==> src/xfer_ctl_regs.svh <==
// Offsets, field positions and constants of the event transfer controller
`ifndef XFER_CTL_REGS_SVH
`define XFER_CTL_REGS_SVH
`define CSR_OFS      12'h000
`define BASE_OFS     12'h004
`define EN_FIRST_OFS 12'h008
`define EN_LAST_OFS  12'h01C
`define EN_COUNT     6
`define CSR_RESET    16'h0000
`define BASE_RESET   16'h0000
`define EN_RESET     8'h00
`define CSR_SWEN     15
`define CSR_BUSY     14
`define CSR_NMIF     13
`define CSR_VEC      7:0
`define F_SM         15:14
`define F_DM         13:12
`define F_MD         11:10
`define F_SZ         9:8
`define F_DTS        7
`define F_CHAIN_ENABLE       6
`define F_PER_TRANSFER_IRQ_SELECT      5
`define F_NONMASKABLE_SUSPEND_MODE       4
`define STEP_INC     2'h2
`define STEP_DEC     2'h3
`define MD_NORMAL    2'h0
`define MD_REPEAT    2'h1
`define MD_BLOCK     2'h2
`define SZ_BYTE      2'h0
`define SZ_WORD      2'h1
`define SZ_LONG      2'h2
`define VEC_TABLE    32'h0000_0400
`define DESC_STRIDE  32'h0000_0010
`define DESC_LAST    2'h3
`endif

==> src/xfer_ctl_pkg.sv <==
// Types shared by the event transfer controller
package xfer_ctl_pkg;
   typedef enum logic [2:0] {
      ST_IDLE, ST_VEC, ST_FETCH, ST_RD, ST_WR, ST_WB
   } state_t;
endpackage : xfer_ctl_pkg

==> src/event_transfer_controller.sv <==
// Event-triggered memory-to-memory transfer controller with APB registers
`timescale 1ns/1ps
`include "xfer_ctl_regs.svh"
module event_transfer_controller (
   input  wire logic        ref_clk,
   input  wire logic        rstn,
   input  wire logic        psel,
   input  wire logic        penable,
   input  wire logic        pwrite,
   input  wire logic [11:0] paddr,
   input  wire logic [31:0] pwdata,
   input  wire logic [3:0]  pstrb,
   output logic      [31:0] prdata,
   output logic             pready,
   output logic             pslverr,
   input  wire logic [47:0] irq_src,
   input  wire logic        nmi,
   output logic             mem_req,
   output logic             mem_we,
   output logic      [31:0] mem_addr,
   output logic      [1:0]  mem_size,
   output logic      [31:0] mem_wdata,
   input  wire logic        mem_ack,
   input  wire logic [31:0] mem_rdata,
   output logic             cpu_irq,
   output logic      [7:0]  cpu_irq_vec
);
   xfer_ctl_pkg::state_t state, next_state;
   logic [15:0] base_upper;
   logic [47:0] en, pending;
   logic        sw_en, sw_pend, nmi_flag;
   logic [7:0]  sw_vec, vec;
   logic        vec_hw, stop;
   logic [1:0]  ph;
   logic [15:0] mode, cnt_a, blk_left;
   logic [31:0] iar, sar, dar, rf, blk_base, data_buf;
   localparam logic [15:0] csr_rst = `CSR_RESET;

   // APB decode; registers answer with no wait state
   wire         acc      = psel & penable;
   wire         wr       = acc & pwrite;
   wire         csr_hit  = paddr == `CSR_OFS;
   wire         base_hit = paddr == `BASE_OFS;
   wire         en_hit   = paddr >= `EN_FIRST_OFS && paddr <= `EN_LAST_OFS
                           && paddr[1:0] == 2'h0;
   wire [11:0]  en_rel   = paddr - `EN_FIRST_OFS;
   wire [2:0]   en_idx   = en_rel[4:2];
   wire         hit      = csr_hit | base_hit | en_hit;
   wire         base_wr  = wr & base_hit & (pstrb[1:0] == 2'h3);
   wire [15:0]  csr_rd   = {sw_en, state != xfer_ctl_pkg::ST_IDLE, nmi_flag,
                            5'h00, sw_vec};
   assign pready  = 1'b1;
   assign pslverr = acc & ~hit;
   assign prdata  = csr_hit  ? {16'h0000, csr_rd} :
                    base_hit ? {16'h0000, base_upper} :
                    en_hit   ? {24'h000000, en[en_idx*8 +: 8]} : 32'h0000_0000;

   // Lowest numbered enabled pending source wins
   logic [5:0] sel;
   logic       hw_any;
   always_comb begin
      sel    = 6'h00;
      hw_any = 1'b0;
      for (int i = 47; i >= 0; i--) begin
         if (pending[i]) begin
            sel    = 6'(i);
            hw_any = 1'b1;
         end
      end
   end
   wire any_req = hw_any | sw_pend;

   // Mode word fields
   wire [1:0] sm   = mode[`F_SM];
   wire [1:0] dm   = mode[`F_DM];
   wire [1:0] md   = mode[`F_MD];
   wire [1:0] sz   = mode[`F_SZ];
   wire       repeat_side_select  = mode[`F_DTS];
   wire       chain_enable = mode[`F_CHAIN_ENABLE];
   wire       per_transfer_irq_select = mode[`F_PER_TRANSFER_IRQ_SELECT];
   wire       nonmaskable_suspend_mode = mode[`F_NONMASKABLE_SUSPEND_MODE];
   wire [31:0] step = sz == `SZ_LONG ? 32'h0000_0004 :
                      sz == `SZ_WORD ? 32'h0000_0002 : 32'h0000_0001;
   wire [31:0] sar_step = sm == `STEP_INC ? sar + step :
                          sm == `STEP_DEC ? sar - step : sar;
   wire [31:0] dar_step = dm == `STEP_INC ? dar + step :
                          dm == `STEP_DEC ? dar - step : dar;

   wire ack       = mem_req & mem_ack;
   wire vec_done  = state == xfer_ctl_pkg::ST_VEC & mem_ack;
   wire fetch_done = state == xfer_ctl_pkg::ST_FETCH & mem_ack
                     & ph == `DESC_LAST;
   wire wr_done   = state == xfer_ctl_pkg::ST_WR & mem_ack;
   wire wb_done   = state == xfer_ctl_pkg::ST_WB & mem_ack & ph == `DESC_LAST;
   wire blk_more  = md == `MD_BLOCK && blk_left != 16'h0001;
   wire unit_done = wr_done & ~blk_more;
   wire [15:0] cnt_dec = cnt_a - 16'h0001;
   wire [7:0]  rpt_dec = cnt_a[7:0] - 8'h01;
   // Zero count ends normal and block sequences
   wire seq_end = md != `MD_REPEAT && cnt_a == 16'h0000;
   // Stop point at start or block step
   wire nmi_stop = nmi & ~nonmaskable_suspend_mode;
   wire [15:0] vec_lo = mem_rdata[15:0];

   always_comb begin
      next_state = state;
      case (state)
         xfer_ctl_pkg::ST_IDLE:
            if (any_req)
               next_state = xfer_ctl_pkg::ST_VEC;
         xfer_ctl_pkg::ST_VEC:
            if (mem_ack)
               next_state = xfer_ctl_pkg::ST_FETCH;
         xfer_ctl_pkg::ST_FETCH:
            if (fetch_done)
               next_state = nmi_stop ? xfer_ctl_pkg::ST_WB
                                     : xfer_ctl_pkg::ST_RD;
         xfer_ctl_pkg::ST_RD:
            if (mem_ack)
               next_state = xfer_ctl_pkg::ST_WR;
         xfer_ctl_pkg::ST_WR:
            if (mem_ack)
               next_state = blk_more & ~nmi_stop ? xfer_ctl_pkg::ST_RD
                                                 : xfer_ctl_pkg::ST_WB;
         xfer_ctl_pkg::ST_WB:
            if (wb_done)
               next_state = chain_enable & ~stop ? xfer_ctl_pkg::ST_FETCH
                                         : xfer_ctl_pkg::ST_IDLE;
         default:
            next_state = xfer_ctl_pkg::ST_IDLE;
      endcase
   end

   // Memory master port
   logic [31:0] wb_word;
   always_comb begin
      case (ph)
         2'h0:    wb_word = {mode, cnt_a};
         2'h1:    wb_word = iar;
         2'h2:    wb_word = sar;
         default: wb_word = dar;
      endcase
   end
   assign mem_req  = state != xfer_ctl_pkg::ST_IDLE;
   assign mem_we   = state == xfer_ctl_pkg::ST_WR | state == xfer_ctl_pkg::ST_WB;
   assign mem_size = state == xfer_ctl_pkg::ST_RD |
                     state == xfer_ctl_pkg::ST_WR ? sz : `SZ_LONG;
   assign mem_wdata = state == xfer_ctl_pkg::ST_WB ? wb_word : data_buf;
   always_comb begin
      case (state)
         xfer_ctl_pkg::ST_VEC:   mem_addr = `VEC_TABLE + {22'h0, vec, 2'h0};
         xfer_ctl_pkg::ST_RD:    mem_addr = sar;
         xfer_ctl_pkg::ST_WR:    mem_addr = dar;
         xfer_ctl_pkg::ST_FETCH: mem_addr = rf + {28'h0, ph, 2'h0};
         xfer_ctl_pkg::ST_WB:    mem_addr = rf + {28'h0, ph, 2'h0};
         default:                mem_addr = 32'h0000_0000;
      endcase
   end

   always_ff @(posedge ref_clk) begin
      if (!rstn)
         state <= xfer_ctl_pkg::ST_IDLE;
      else
         state <= next_state;
   end

   // Registers reachable from software plus the pending flags; event set wins over service clear
   wire         take    = state == xfer_ctl_pkg::ST_IDLE & any_req;
   wire [47:0]  served  = take & hw_any ? 48'h1 << sel : 48'h0;
   wire [47:0]  done_clr = wb_done & seq_end & vec_hw & ~stop ?
                           48'h1 << vec[5:0] : 48'h0;
   always_ff @(posedge ref_clk) begin
      if (!rstn) begin
         en         <= {`EN_COUNT{`EN_RESET}};
         pending    <= 48'h0;
         base_upper <= `BASE_RESET;
         {sw_en, sw_vec} <= {csr_rst[`CSR_SWEN], csr_rst[`CSR_VEC]};
         sw_pend    <= 1'b0;
         nmi_flag   <= 1'b0;
      end else begin
         // Six byte-wide enable registers
         // Sequence-end clear survives a write to another enable byte
         en <= en & ~done_clr;
         if (wr & en_hit)
            en[en_idx*8 +: 8] <= pwdata[7:0];
         pending <= (pending & ~served) | (irq_src & en);
         if (base_wr)
            base_upper <= pwdata[15:0];
         if (wr & csr_hit) begin
            sw_en  <= pwdata[`CSR_SWEN];
            sw_vec <= pwdata[`CSR_VEC];
         end
         sw_pend <= wr & csr_hit & pwdata[`CSR_SWEN] |
                    sw_pend & ~(take & ~hw_any);
         nmi_flag <= wb_done & stop |
                     nmi_flag & ~(wr & csr_hit & pwdata[`CSR_NMIF]);
      end
   end

   // Descriptor copy lives only inside the engine
   always_ff @(posedge ref_clk) begin
      if (!rstn) begin
         vec <= 8'h00;
         vec_hw <= 1'b0;
         ph <= 2'h0;
         rf <= 32'h0;
         stop <= 1'b0;
         data_buf <= 32'h0;
      end else begin
         if (take) begin
            vec    <= hw_any ? {2'h0, sel} : sw_vec;
            vec_hw <= hw_any;
            stop   <= 1'b0;
         end
         // Descriptor address from vector and base
         if (vec_done)
            rf <= {base_upper, vec_lo};
         else if (wb_done)
            rf <= rf + `DESC_STRIDE;
         if ((state == xfer_ctl_pkg::ST_FETCH |
              state == xfer_ctl_pkg::ST_WB) & mem_ack)
            ph <= ph + 2'h1;
         if (fetch_done | wr_done & blk_more)
            stop <= nmi_stop;
         if (state == xfer_ctl_pkg::ST_RD & mem_ack)
            data_buf <= mem_rdata;
      end
   end

   always_ff @(posedge ref_clk) begin
      if (!rstn) begin
         {mode, cnt_a, iar, sar, dar} <= 128'h0;
         {blk_left, blk_base} <= 48'h0;
      end else if (state == xfer_ctl_pkg::ST_FETCH & mem_ack) begin
         case (ph)
            2'h0: {mode, cnt_a} <= mem_rdata;
            2'h1: iar <= mem_rdata;
            2'h2: sar <= mem_rdata;
            default: begin
               dar <= mem_rdata;
               blk_left <= iar[15:0];
               // Block area chosen by side bit
               blk_base <= repeat_side_select ? sar : mem_rdata;
            end
         endcase
      end else if (wr_done) begin
         sar <= sar_step;
         dar <= dar_step;
         blk_left <= blk_left - 16'h0001;
         if (unit_done) begin
            case (md)
               `MD_REPEAT: begin
                  cnt_a[7:0] <= rpt_dec == 8'h00 ? cnt_a[15:8] : rpt_dec;
                  if (rpt_dec == 8'h00 && repeat_side_select)
                     sar <= iar;
                  if (rpt_dec == 8'h00 && !repeat_side_select)
                     dar <= iar;
               end
               `MD_BLOCK: begin
                  cnt_a <= cnt_dec;
                  blk_left <= iar[15:0];
                  if (repeat_side_select)
                     sar <= blk_base;
                  else
                     dar <= blk_base;
               end
               default: cnt_a <= cnt_dec;
            endcase
         end
      end
   end

   always_ff @(posedge ref_clk) begin
      if (!rstn) begin
         cpu_irq <= 1'b0;
         cpu_irq_vec <= 8'h00;
      end else begin
         cpu_irq <= wb_done & ~stop & (per_transfer_irq_select | seq_end);
         if (wb_done)
            cpu_irq_vec <= vec;
      end
   end

   property p_start;
      @(posedge ref_clk) disable iff (!rstn)
      state == xfer_ctl_pkg::ST_IDLE && any_req |=>
         state == xfer_ctl_pkg::ST_VEC;
   endproperty
   a_start: assert property (p_start) else $error("no start");
   property p_every;
      @(posedge ref_clk) disable iff (!rstn)
      wb_done && per_transfer_irq_select && !stop |=> cpu_irq;
   endproperty
   a_every: assert property (p_every) else $error("irq missing");
   property p_endonly;
      @(posedge ref_clk) disable iff (!rstn)
      wb_done && !per_transfer_irq_select && !seq_end |=> !cpu_irq;
   endproperty
   a_endonly: assert property (p_endonly) else $error("early irq");
   property p_nochain;
      @(posedge ref_clk) disable iff (!rstn)
      wb_done && !chain_enable |=> state == xfer_ctl_pkg::ST_IDLE;
   endproperty
   a_nochain: assert property (p_nochain) else $error("chained");
   property p_nmi;
      @(posedge ref_clk) disable iff (!rstn)
      fetch_done && nmi && !nonmaskable_suspend_mode |=> state == xfer_ctl_pkg::ST_WB ##0 stop;
   endproperty
   a_nmi: assert property (p_nmi) else $error("nmi not stopped");
   property p_inc;
      @(posedge ref_clk) disable iff (!rstn)
      wr_done && md == `MD_NORMAL && sm == `STEP_INC |=>
         sar == $past(sar) + $past(step);
   endproperty
   a_inc: assert property (p_inc) else $error("source not stepped");
   property p_count;
      @(posedge ref_clk) disable iff (!rstn)
      unit_done && md == `MD_NORMAL |=> cnt_a == $past(cnt_a) - 16'h0001;
   endproperty
   a_count: assert property (p_count) else $error("count wrong");
   property p_reload;
      @(posedge ref_clk) disable iff (!rstn)
      unit_done && md == `MD_REPEAT && cnt_a[7:0] == 8'h01 |=>
         cnt_a[7:0] == cnt_a[15:8];
   endproperty
   a_reload: assert property (p_reload) else $error("no reload");
   property p_base;
      @(posedge ref_clk) disable iff (!rstn)
      vec_done |=> mem_addr == {base_upper, $past(vec_lo)};
   endproperty
   a_base: assert property (p_base) else $error("bad descriptor addr");
   property p_unmapped;
      @(posedge ref_clk) disable iff (!rstn)
      acc && !hit |-> pslverr && prdata == 32'h0000_0000;
   endproperty
   a_unmapped: assert property (p_unmapped) else $error("no error");
   property p_restore;
      @(posedge ref_clk) disable iff (!rstn)
      unit_done && md == `MD_REPEAT && rpt_dec == 8'h00 && repeat_side_select |=>
         sar == $past(iar);
   endproperty
   a_restore: assert property (p_restore) else $error("no restore");
   property p_blkarea;
      @(posedge ref_clk) disable iff (!rstn)
      unit_done && md == `MD_BLOCK && !repeat_side_select |=> dar == $past(blk_base);
   endproperty
   a_blkarea: assert property (p_blkarea) else $error("block area");
   property p_basewr;
      @(posedge ref_clk) disable iff (!rstn)
      base_wr |=> base_upper == $past(pwdata[15:0]);
   endproperty
   a_basewr: assert property (p_basewr) else $error("base write");
   property p_pend;
      @(posedge ref_clk) disable iff (!rstn)
      |(irq_src & en) |=>
         (pending & $past(irq_src & en)) == $past(irq_src & en);
   endproperty
   a_pend: assert property (p_pend) else $error("event lost");
   property p_pulse;
      @(posedge ref_clk) disable iff (!rstn)
      cpu_irq |=> !cpu_irq;
   endproperty
   a_pulse: assert property (p_pulse) else $error("irq not a pulse");
endmodule : event_transfer_controller

==> config.mk <==
export PLATFORM = sky130hd
export DESIGN_NAME = event_transfer_controller
export DESIGN_NICKNAME = d
export VERILOG_FILES = /design/src/xfer_ctl_pkg.sv /design/src/event_transfer_controller.sv
export VERILOG_INCLUDE_DIRS = /design/src
export SDC_FILE = /design/constraint.sdc
export NUM_CORES = 1
export LEC_CHECK = 0
export ABC_AREA = 0
export BUFFER_PORTS_ARGS = -buffer_cell sky130_fd_sc_hd__buf_2
export CORE_MARGIN = 2
export CORE_UTILIZATION = 35
export CTS_CLUSTER_SIZE = 28
export DETAILED_ROUTE_END_ITERATION = 7
export SETUP_SLACK_MARGIN = 0.2
export SLEW_MARGIN = 0
export SYNTH_ARGS = -nofsm -noshare
export SYNTH_HDL_FRONTEND = slang
export SYNTH_SLANG_ARGS = --single-unit
==> constraint.sdc <==
create_clock -name ref_clk -period 3.7 [get_ports ref_clk]
set_clock_uncertainty 0.1 [all_clocks]
set_input_delay 0.185 -clock ref_clk [delete_from_list [all_inputs] [get_ports ref_clk]]
set_output_delay 0.185 -clock ref_clk [all_outputs]
set_load 0.005 [all_outputs]
== After elaboration in Yosys (flattened, before gate mapping) ==
Index checks and enable logic that the tools add are counted.
Widths: inputs -> output; s select.

* Bits of input ports: 135
* Flip-flop bits (word level): 387
* Output and inout port bits: 111
* Word-level logic and storage cells: 315

* Shifts and indexed selects: 5
* $lt $le $gt $ge: 2
* Muxes and demuxes: 155
* Bitwise gates (word level): 58
* $add $sub $neg: 13
* Reduce and logical (&&, ||, !) cells: 28
* Eq/ne operators: 30

{| class="wikitable"
|+ Operator list
! cell !! count
|-
| $mux 32 || 20
|-
| $mux 6 || 48
|-
| $mux 16 || 11
|-
| $and 48x48->48 || 3
|-
| $mux 48 || 3
|-
| $pmux 32 s2 || 2
|-
| $pmux 32 s4 || 1
|-
| $not 48->48 || 2
|-
| $pmux 32 s3 || 1
|-
| $shl 1x6->48 const A || 2
|-
| $add 32x3->32 || 2
|-
| $sub 32x3->32 || 2
|-
| $mux 1 || 50
|-
| $bwmux 48 || 1
|-
| $or 48x48->48 || 1
|-
| $shift 8x34->48 const A || 1
|-
| $shiftx 48x7->8 || 1
|-
| $shiftx 8x34->48 || 1
|-
| $mux 8 || 5
|-
| $neg 6->34 || 1
|-
| $and 1x1->1 || 33
|-
| $add 32x4->32 || 1
|-
| $add 32x5->32 const B || 1
|-
| $sub 16x1->16 const B || 2
|-
| 35 further kinds || 96
|}

== Logic depth before layout (Yosys ltp) ==
* Word-level depth: 55
* Gate-level depth with buffers: 14
* Mapped depth without buffers: 12

== Worst setup path after synthesis ==
No wires, ideal clock.

* Kind: register to register
* From: register cnt_a[0]
* To: register dar[15]
* Period minus slack after synthesis: 3.361 ns
* Setup time: 0.122 ns
* Cell stages (with the launch flop): 14
* Path slack: 0.339 ns
* Required time: 3.478 ns
* Arrival: 3.140 ns
* Buffers on the path: 4
* Cells stage by stage: dfxtp_1 clkbuf_1 inv_1 ha_1 clkbuf_1 or3b_1 o31ai_2 nand2_1 o31ai_2 and3_1 buf_2 buf_2 a21oi_1 o311a_1

* Cells in the longest elaborated chain, start to end: 8

{| class="wikitable"
|+ RTL lines
! what !! RTL line !! source
|-
| from (decl) || event_transfer_controller.sv:35 || <nowiki>logic [15:0] mode, cnt_a, blk_left;</nowiki>
|-
| from (signal assigned) || event_transfer_controller.sv:236 || <nowiki>2'h0: {mode, cnt_a} <= mem_rdata;</nowiki>
|-
| from (signal assigned) || event_transfer_controller.sv:253 || <nowiki>cnt_a[7:0] <= rpt_dec == 8'h00 ? cnt_a[15:8] : rpt_dec;</nowiki>
|-
| from (signal assigned) || event_transfer_controller.sv:260 || <nowiki>cnt_a <= cnt_dec;</nowiki>
|-
| $sub 8x1->8 || event_transfer_controller.sv:98 || <nowiki>wire [7:0] rpt_dec = cnt_a[7:0] - 8'h01;</nowiki>
|-
| $logic_not 8->1 || event_transfer_controller.sv:256 || <nowiki>if (rpt_dec == 8'h00 && !repeat_side_select)</nowiki>
|-
| $logic_and 1x1->1 || event_transfer_controller.sv:256 ||
|-
| $mux 32 || event_transfer_controller.sv:256 ||
|-
| $pmux 32 s2 || event_transfer_controller.sv:251 || <nowiki>case (md)</nowiki>
|-
| $mux 32 || event_transfer_controller.sv:250 || <nowiki>if (unit_done) begin</nowiki>
|-
| $mux 32 || event_transfer_controller.sv:246 || <nowiki>end else if (wr_done) begin</nowiki>
|-
| $mux 32 || event_transfer_controller.sv:234 || <nowiki>end else if (state == xfer_ctl_pkg::ST_FETCH & mem_ack) begin</nowiki>
|-
| to (signal assigned) || event_transfer_controller.sv:240 || <nowiki>dar <= mem_rdata;</nowiki>
|-
| to (signal assigned) || event_transfer_controller.sv:248 || <nowiki>dar <= dar_step;</nowiki>
|-
| to (signal assigned) || event_transfer_controller.sv:257 || <nowiki>dar <= iar;</nowiki>
|-
| to (decl) || event_transfer_controller.sv:36 || <nowiki>logic [31:0] iar, sar, dar, rf, blk_base, data_buf;</nowiki>
|}

Every way passes these cells. The select of a mux whose other input is x is not followed.
A chain may end at the register's enable or synchronous reset.

== Final worst setup path ==
* From: register rf[5]
* To: output mem_addr[16]

* Cells in the longest elaborated chain, start to end: 2

{| class="wikitable"
|+ RTL lines
! what !! RTL line !! source
|-
| from (decl) || event_transfer_controller.sv:36 ||
|-
| from (signal assigned) || event_transfer_controller.sv:217 || <nowiki>rf <= {base_upper, vec_lo};</nowiki>
|-
| from (signal assigned) || event_transfer_controller.sv:219 || <nowiki>rf <= rf + `DESC_STRIDE;</nowiki>
|-
| $add 32x4->32 || event_transfer_controller.sv:154, event_transfer_controller.sv:155 ||
|-
| $pmux 32 s4 || event_transfer_controller.sv:150 || <nowiki>case (state)</nowiki>
|-
| to (decl) || event_transfer_controller.sv:20 || <nowiki>output logic [31:0] mem_addr,</nowiki>
|}

Every way passes these cells.

==> impl_results.md <==
- Outcome: complete, no violations
- Hpwl dp: 82.7 mm
- Syn. warnings: 0
- CP startpoint: rf[5]
- Slew @ Worst Pin: between 1 and 1.5 ns
- Most common cell after layout, fill and taps aside: nand2_1
- Crit path capture type: output pin
- H-tree depth: 2
- Synthesized cell area: between 0.02 and 0.03 mm^2
- CP max FO: 9
- Clock insertion delay at the later pin of the skew report: between 0.6 and 0.7 ns
- Mean Syn Cell Area: 7.35 um^2
- Final Slew Violations: 0
- Num ports: 246
- Vias per cell: 6.16
- Clock root buffer: clkbuf_16
- Buffers and inverters on the worst path: 2
- Flop2flop setup slack: roughly 0.36 ns
- Crit-path slowest cell: xnor2_1
- Logic pwr share: 22.4%
- Register area: just under 0.008 mm^2
- Setup violators final: 0
- Multi-input logic area: 0.0162 mm^2
- Total number of vias: approximately 29000
- Crit path largest cell delay: 0.44 ns
- Chip Width: approximately 270 um
- Sw Pwr: slightly below 4 mW
- Hold Path Stages: 4
- Clock Tree Buf Depth: 3
- Largest net degree at the start of global routing: between 200 and 250
- Cell taking the most area after synthesis: dfxtp_1
- Row count: 98
- Async SR Flop Fraction: 0%
- Worst VDD drop: 0.338 mV
- Initial antenna violation count: 1
- Crit Path Category: register to output pin
- Number of port buffers: 210
- Antenna diode count: 0
- F_max: about 280 MHz
- Clock share of power: between 40% and 50%
- PD cells: roughly 400 mW/mm^2
- Post-synth top area share: between 30% and 40%
- Clk pin slew, worst setup/hold paths: around 0.060 ns
- Fillcell total: roughly 7400
- Crit path depth: 10
- Leak Pwr: ~11 nW
- Final std cell area, no fill: about 0.030 mm^2
- WL final: between 100 and 150 mm
- Area contributors post-synth: dfxtp_1 31%, nand2_1 8.3%, a21oi_1 7.3%
- Post-synthesis sequential area ratio: ~30%
- Slew HR: 7.05%
- Grt ovf: 0
- Hold/Removal Path Class: primary input to register
- WP data arrival: 3.23 ns
- CP Launch Type: register
- Starting Density: approximately 35%
- Worst reg2reg path startpoint: mode[8]
- Die height: between 200 and 300 um
- RSZ-0062 raised after global routing: true
- Top_reg_cell synth: dfxtp_1
- Cell family with most CP delay: simple AND/OR/NAND/NOR gates
- Nets@finish: ~3800
- Final Hold Fails: 0
- Critical Path RT: about 3.4 ns
- Fraction of final layout cells sized beyond drive strength 1: between 10 and 15%
- Drt pass-1 iters: 7
- Min-Delay Startpoint: nmi
- CTS tree: done
- Internal power: a little over 8 mW
- Syn-to-layout area delta: 20.1%
- Die Footprint: about 0.074 mm^2
- Core area: between 0.07 and 0.08 mm^2
- Final worst slack: about 0.19 ns
- Vias in the first global route: around 26000
- R2R cell count: 11
- Placement Setup Slack: ~0.45 ns
- First-pass GRT wire length: 170 mm
- Total GRT Usage: between 20% and 30%
- Min Tclk post-route: about 3.5 ns
- Reg2reg end: sar[19]
- Final design utilization: a little over two fifths
- Final period utilization: between 90% and 100%
- Cells after Synth: between 3000 and 4000
- CTS Sinks: ~390
- Routed Antenna Nets: 0
- Commonest cells after routing, fill and taps aside: 555 x nand2_1, 382 x dfxtp_1, 364 x a21oi_1
- Placed inst area: between 0.02 and 0.03 mm^2
- Total CTS buffers: 48
- DR iter-0 viols: slightly below 4000
- Drt wl/cell: roughly 25 um
- Unique masters post-synth: just over 100
- Aggregate negative setup slack: 0 ns
- Seq cells post-synth: around 390
- Worst path cell trace: ha_2 -> nand3_1 -> nor3b_1 -> buf_4 -> and3_1 -> nand2_1 -> xnor2_1 -> nor2_1 -> o32ai_1 -> buf_2
- Hold Path End: stop
- Sequential Power Share: 37.3%
- Placer congestion estimate: about 1
- Post-synth EDFFs: 0
- DRC: 0
- Overall Power: around 12 mW
- Max Cap Viol: 0
- Sw frac: between 30% and 40%
## layer usage
metal  global-route usage [%]  up-vias  wire, um  share of wire (%)
met3                     4.50      327     11300                9.8
met5                        0        -        11             0.0096
met1                     40.1    13600     47100                 41
li1                         -    13000         -                  -
met2                     46.8     1662     50700                 44
met4                     13.4        2      5790                5.0
## how the worst max path moves through the flow
stage / endpoint / slack, ns
after floorplan: dar[15] / 0.34
after global placement: sar[19] / 0.49
after detailed placement: sar[19] / 0.45
after CTS: mem_addr[27] / 0.19
after global routing: mem_addr[16] / 0.11
final: mem_addr[16] / 0.19
## sequential cells by signal, summed over array words and instances (netlist names), 3 cells and up
| register | flops |
|---|---|
| en | 48 |
| pending | 48 |
| blk_base | 32 |
| dar | 32 |
| data_buf | 32 |
| iar | 32 |
| rf | 32 |
| sar | 32 |
| base_upper | 16 |
| blk_left | 16 |
| cnt_a | 16 |
| mode | 16 |
| cpu_irq_vec | 8 |
| sw_vec | 8 |
| vec | 8 |
| state | 3 |
## synthesized netlist by cell type, types with 10 or more instances
cell,number
xnor2_1,55
nand4_1,50
o32ai_1,18
a21oi_1,366
o41ai_1,19
buf_4,17
o21ai_1,20
o311a_1,22
o22ai_1,23
and3_1,31
or3_1,14
clkbuf_1,270
buf_2,10
ha_1,34
nand3_1,88
nor2_1,313
and2_1,33
nand2_1,556
nor3_1,67
a311oi_1,33
o31ai_1,13
nand2b_1,16
dfxtp_1,387
a211oi_1,56
a221oi_1,26
nand4b_1,12
mux2_2,11
nor2b_1,22
a22oi_1,60
a31oi_1,28
nor4_1,43
a222oi_1,38
inv_1,49
buf_1,27
mux2i_1,84
o21ai_0,174
or2_2,12
a22o_1,27
o211ai_1,65
o21a_1,10
xor2_1,32
and4_1,13
## cells by family after synthesis
kind of cell	synth area share [%]
AO/OA/AOI/OAI	29.4
XOR/XNOR	3.02
adder cells (fa/ha/maj)	2.08
buffers and inverters	5.94
flip-flops	30.7
multiplexers	4.58
other	0.0298
AND/OR/NAND/NOR	24.2
## cell type report
cell class	count	area share (%)
Clock inverter	18	0.694
Clock buffer	65	4.54
Inverter	52	0.669
Multi-Input combinational cell	2682	53.4
Sequential cell	387	25.6
Tap cell	950	3.92
Timing Repair Buffer	481	11.2
## what timing repair did
item / in CTS / in global routing
endpoints found under the setup margin: 10 / 16
gates resized for setup: 7 / 10
cloned: 0 / 0
setup buffers: 0 / 2
pin swaps: 0 / 1
hold endpoints to repair: 290 / 0
hold buffers: 99 / 0
## power groups by stage
stage	combinational (mW)	sequential (mW)	clock, mW
finish	2.71	4.50	4.86
global route	2.91	4.51	5.06
CTS	2.63	4.49	4.91
detailed placement	2.53	4.58	0
global placement	2.51	4.58	0
floorplan	1.68	4.45	0
## per-stage QoR
stage               hold slack, ns  cells
global route                 0.130   4635
detailed placement           0.327   4451
finish                       0.107   4635
floorplan                    0.221   3446
global placement             0.322   4451
CTS                         0.0812   4633
## worst min-delay path: cells and delay by family
family / cells / cell delay, ns
multiplexers: 1 / 0.19
AND/OR/NAND/NOR: 2 / 0.33
buffers and inverters: 1 / 0.08
Power figures use the tool's default switching activity.
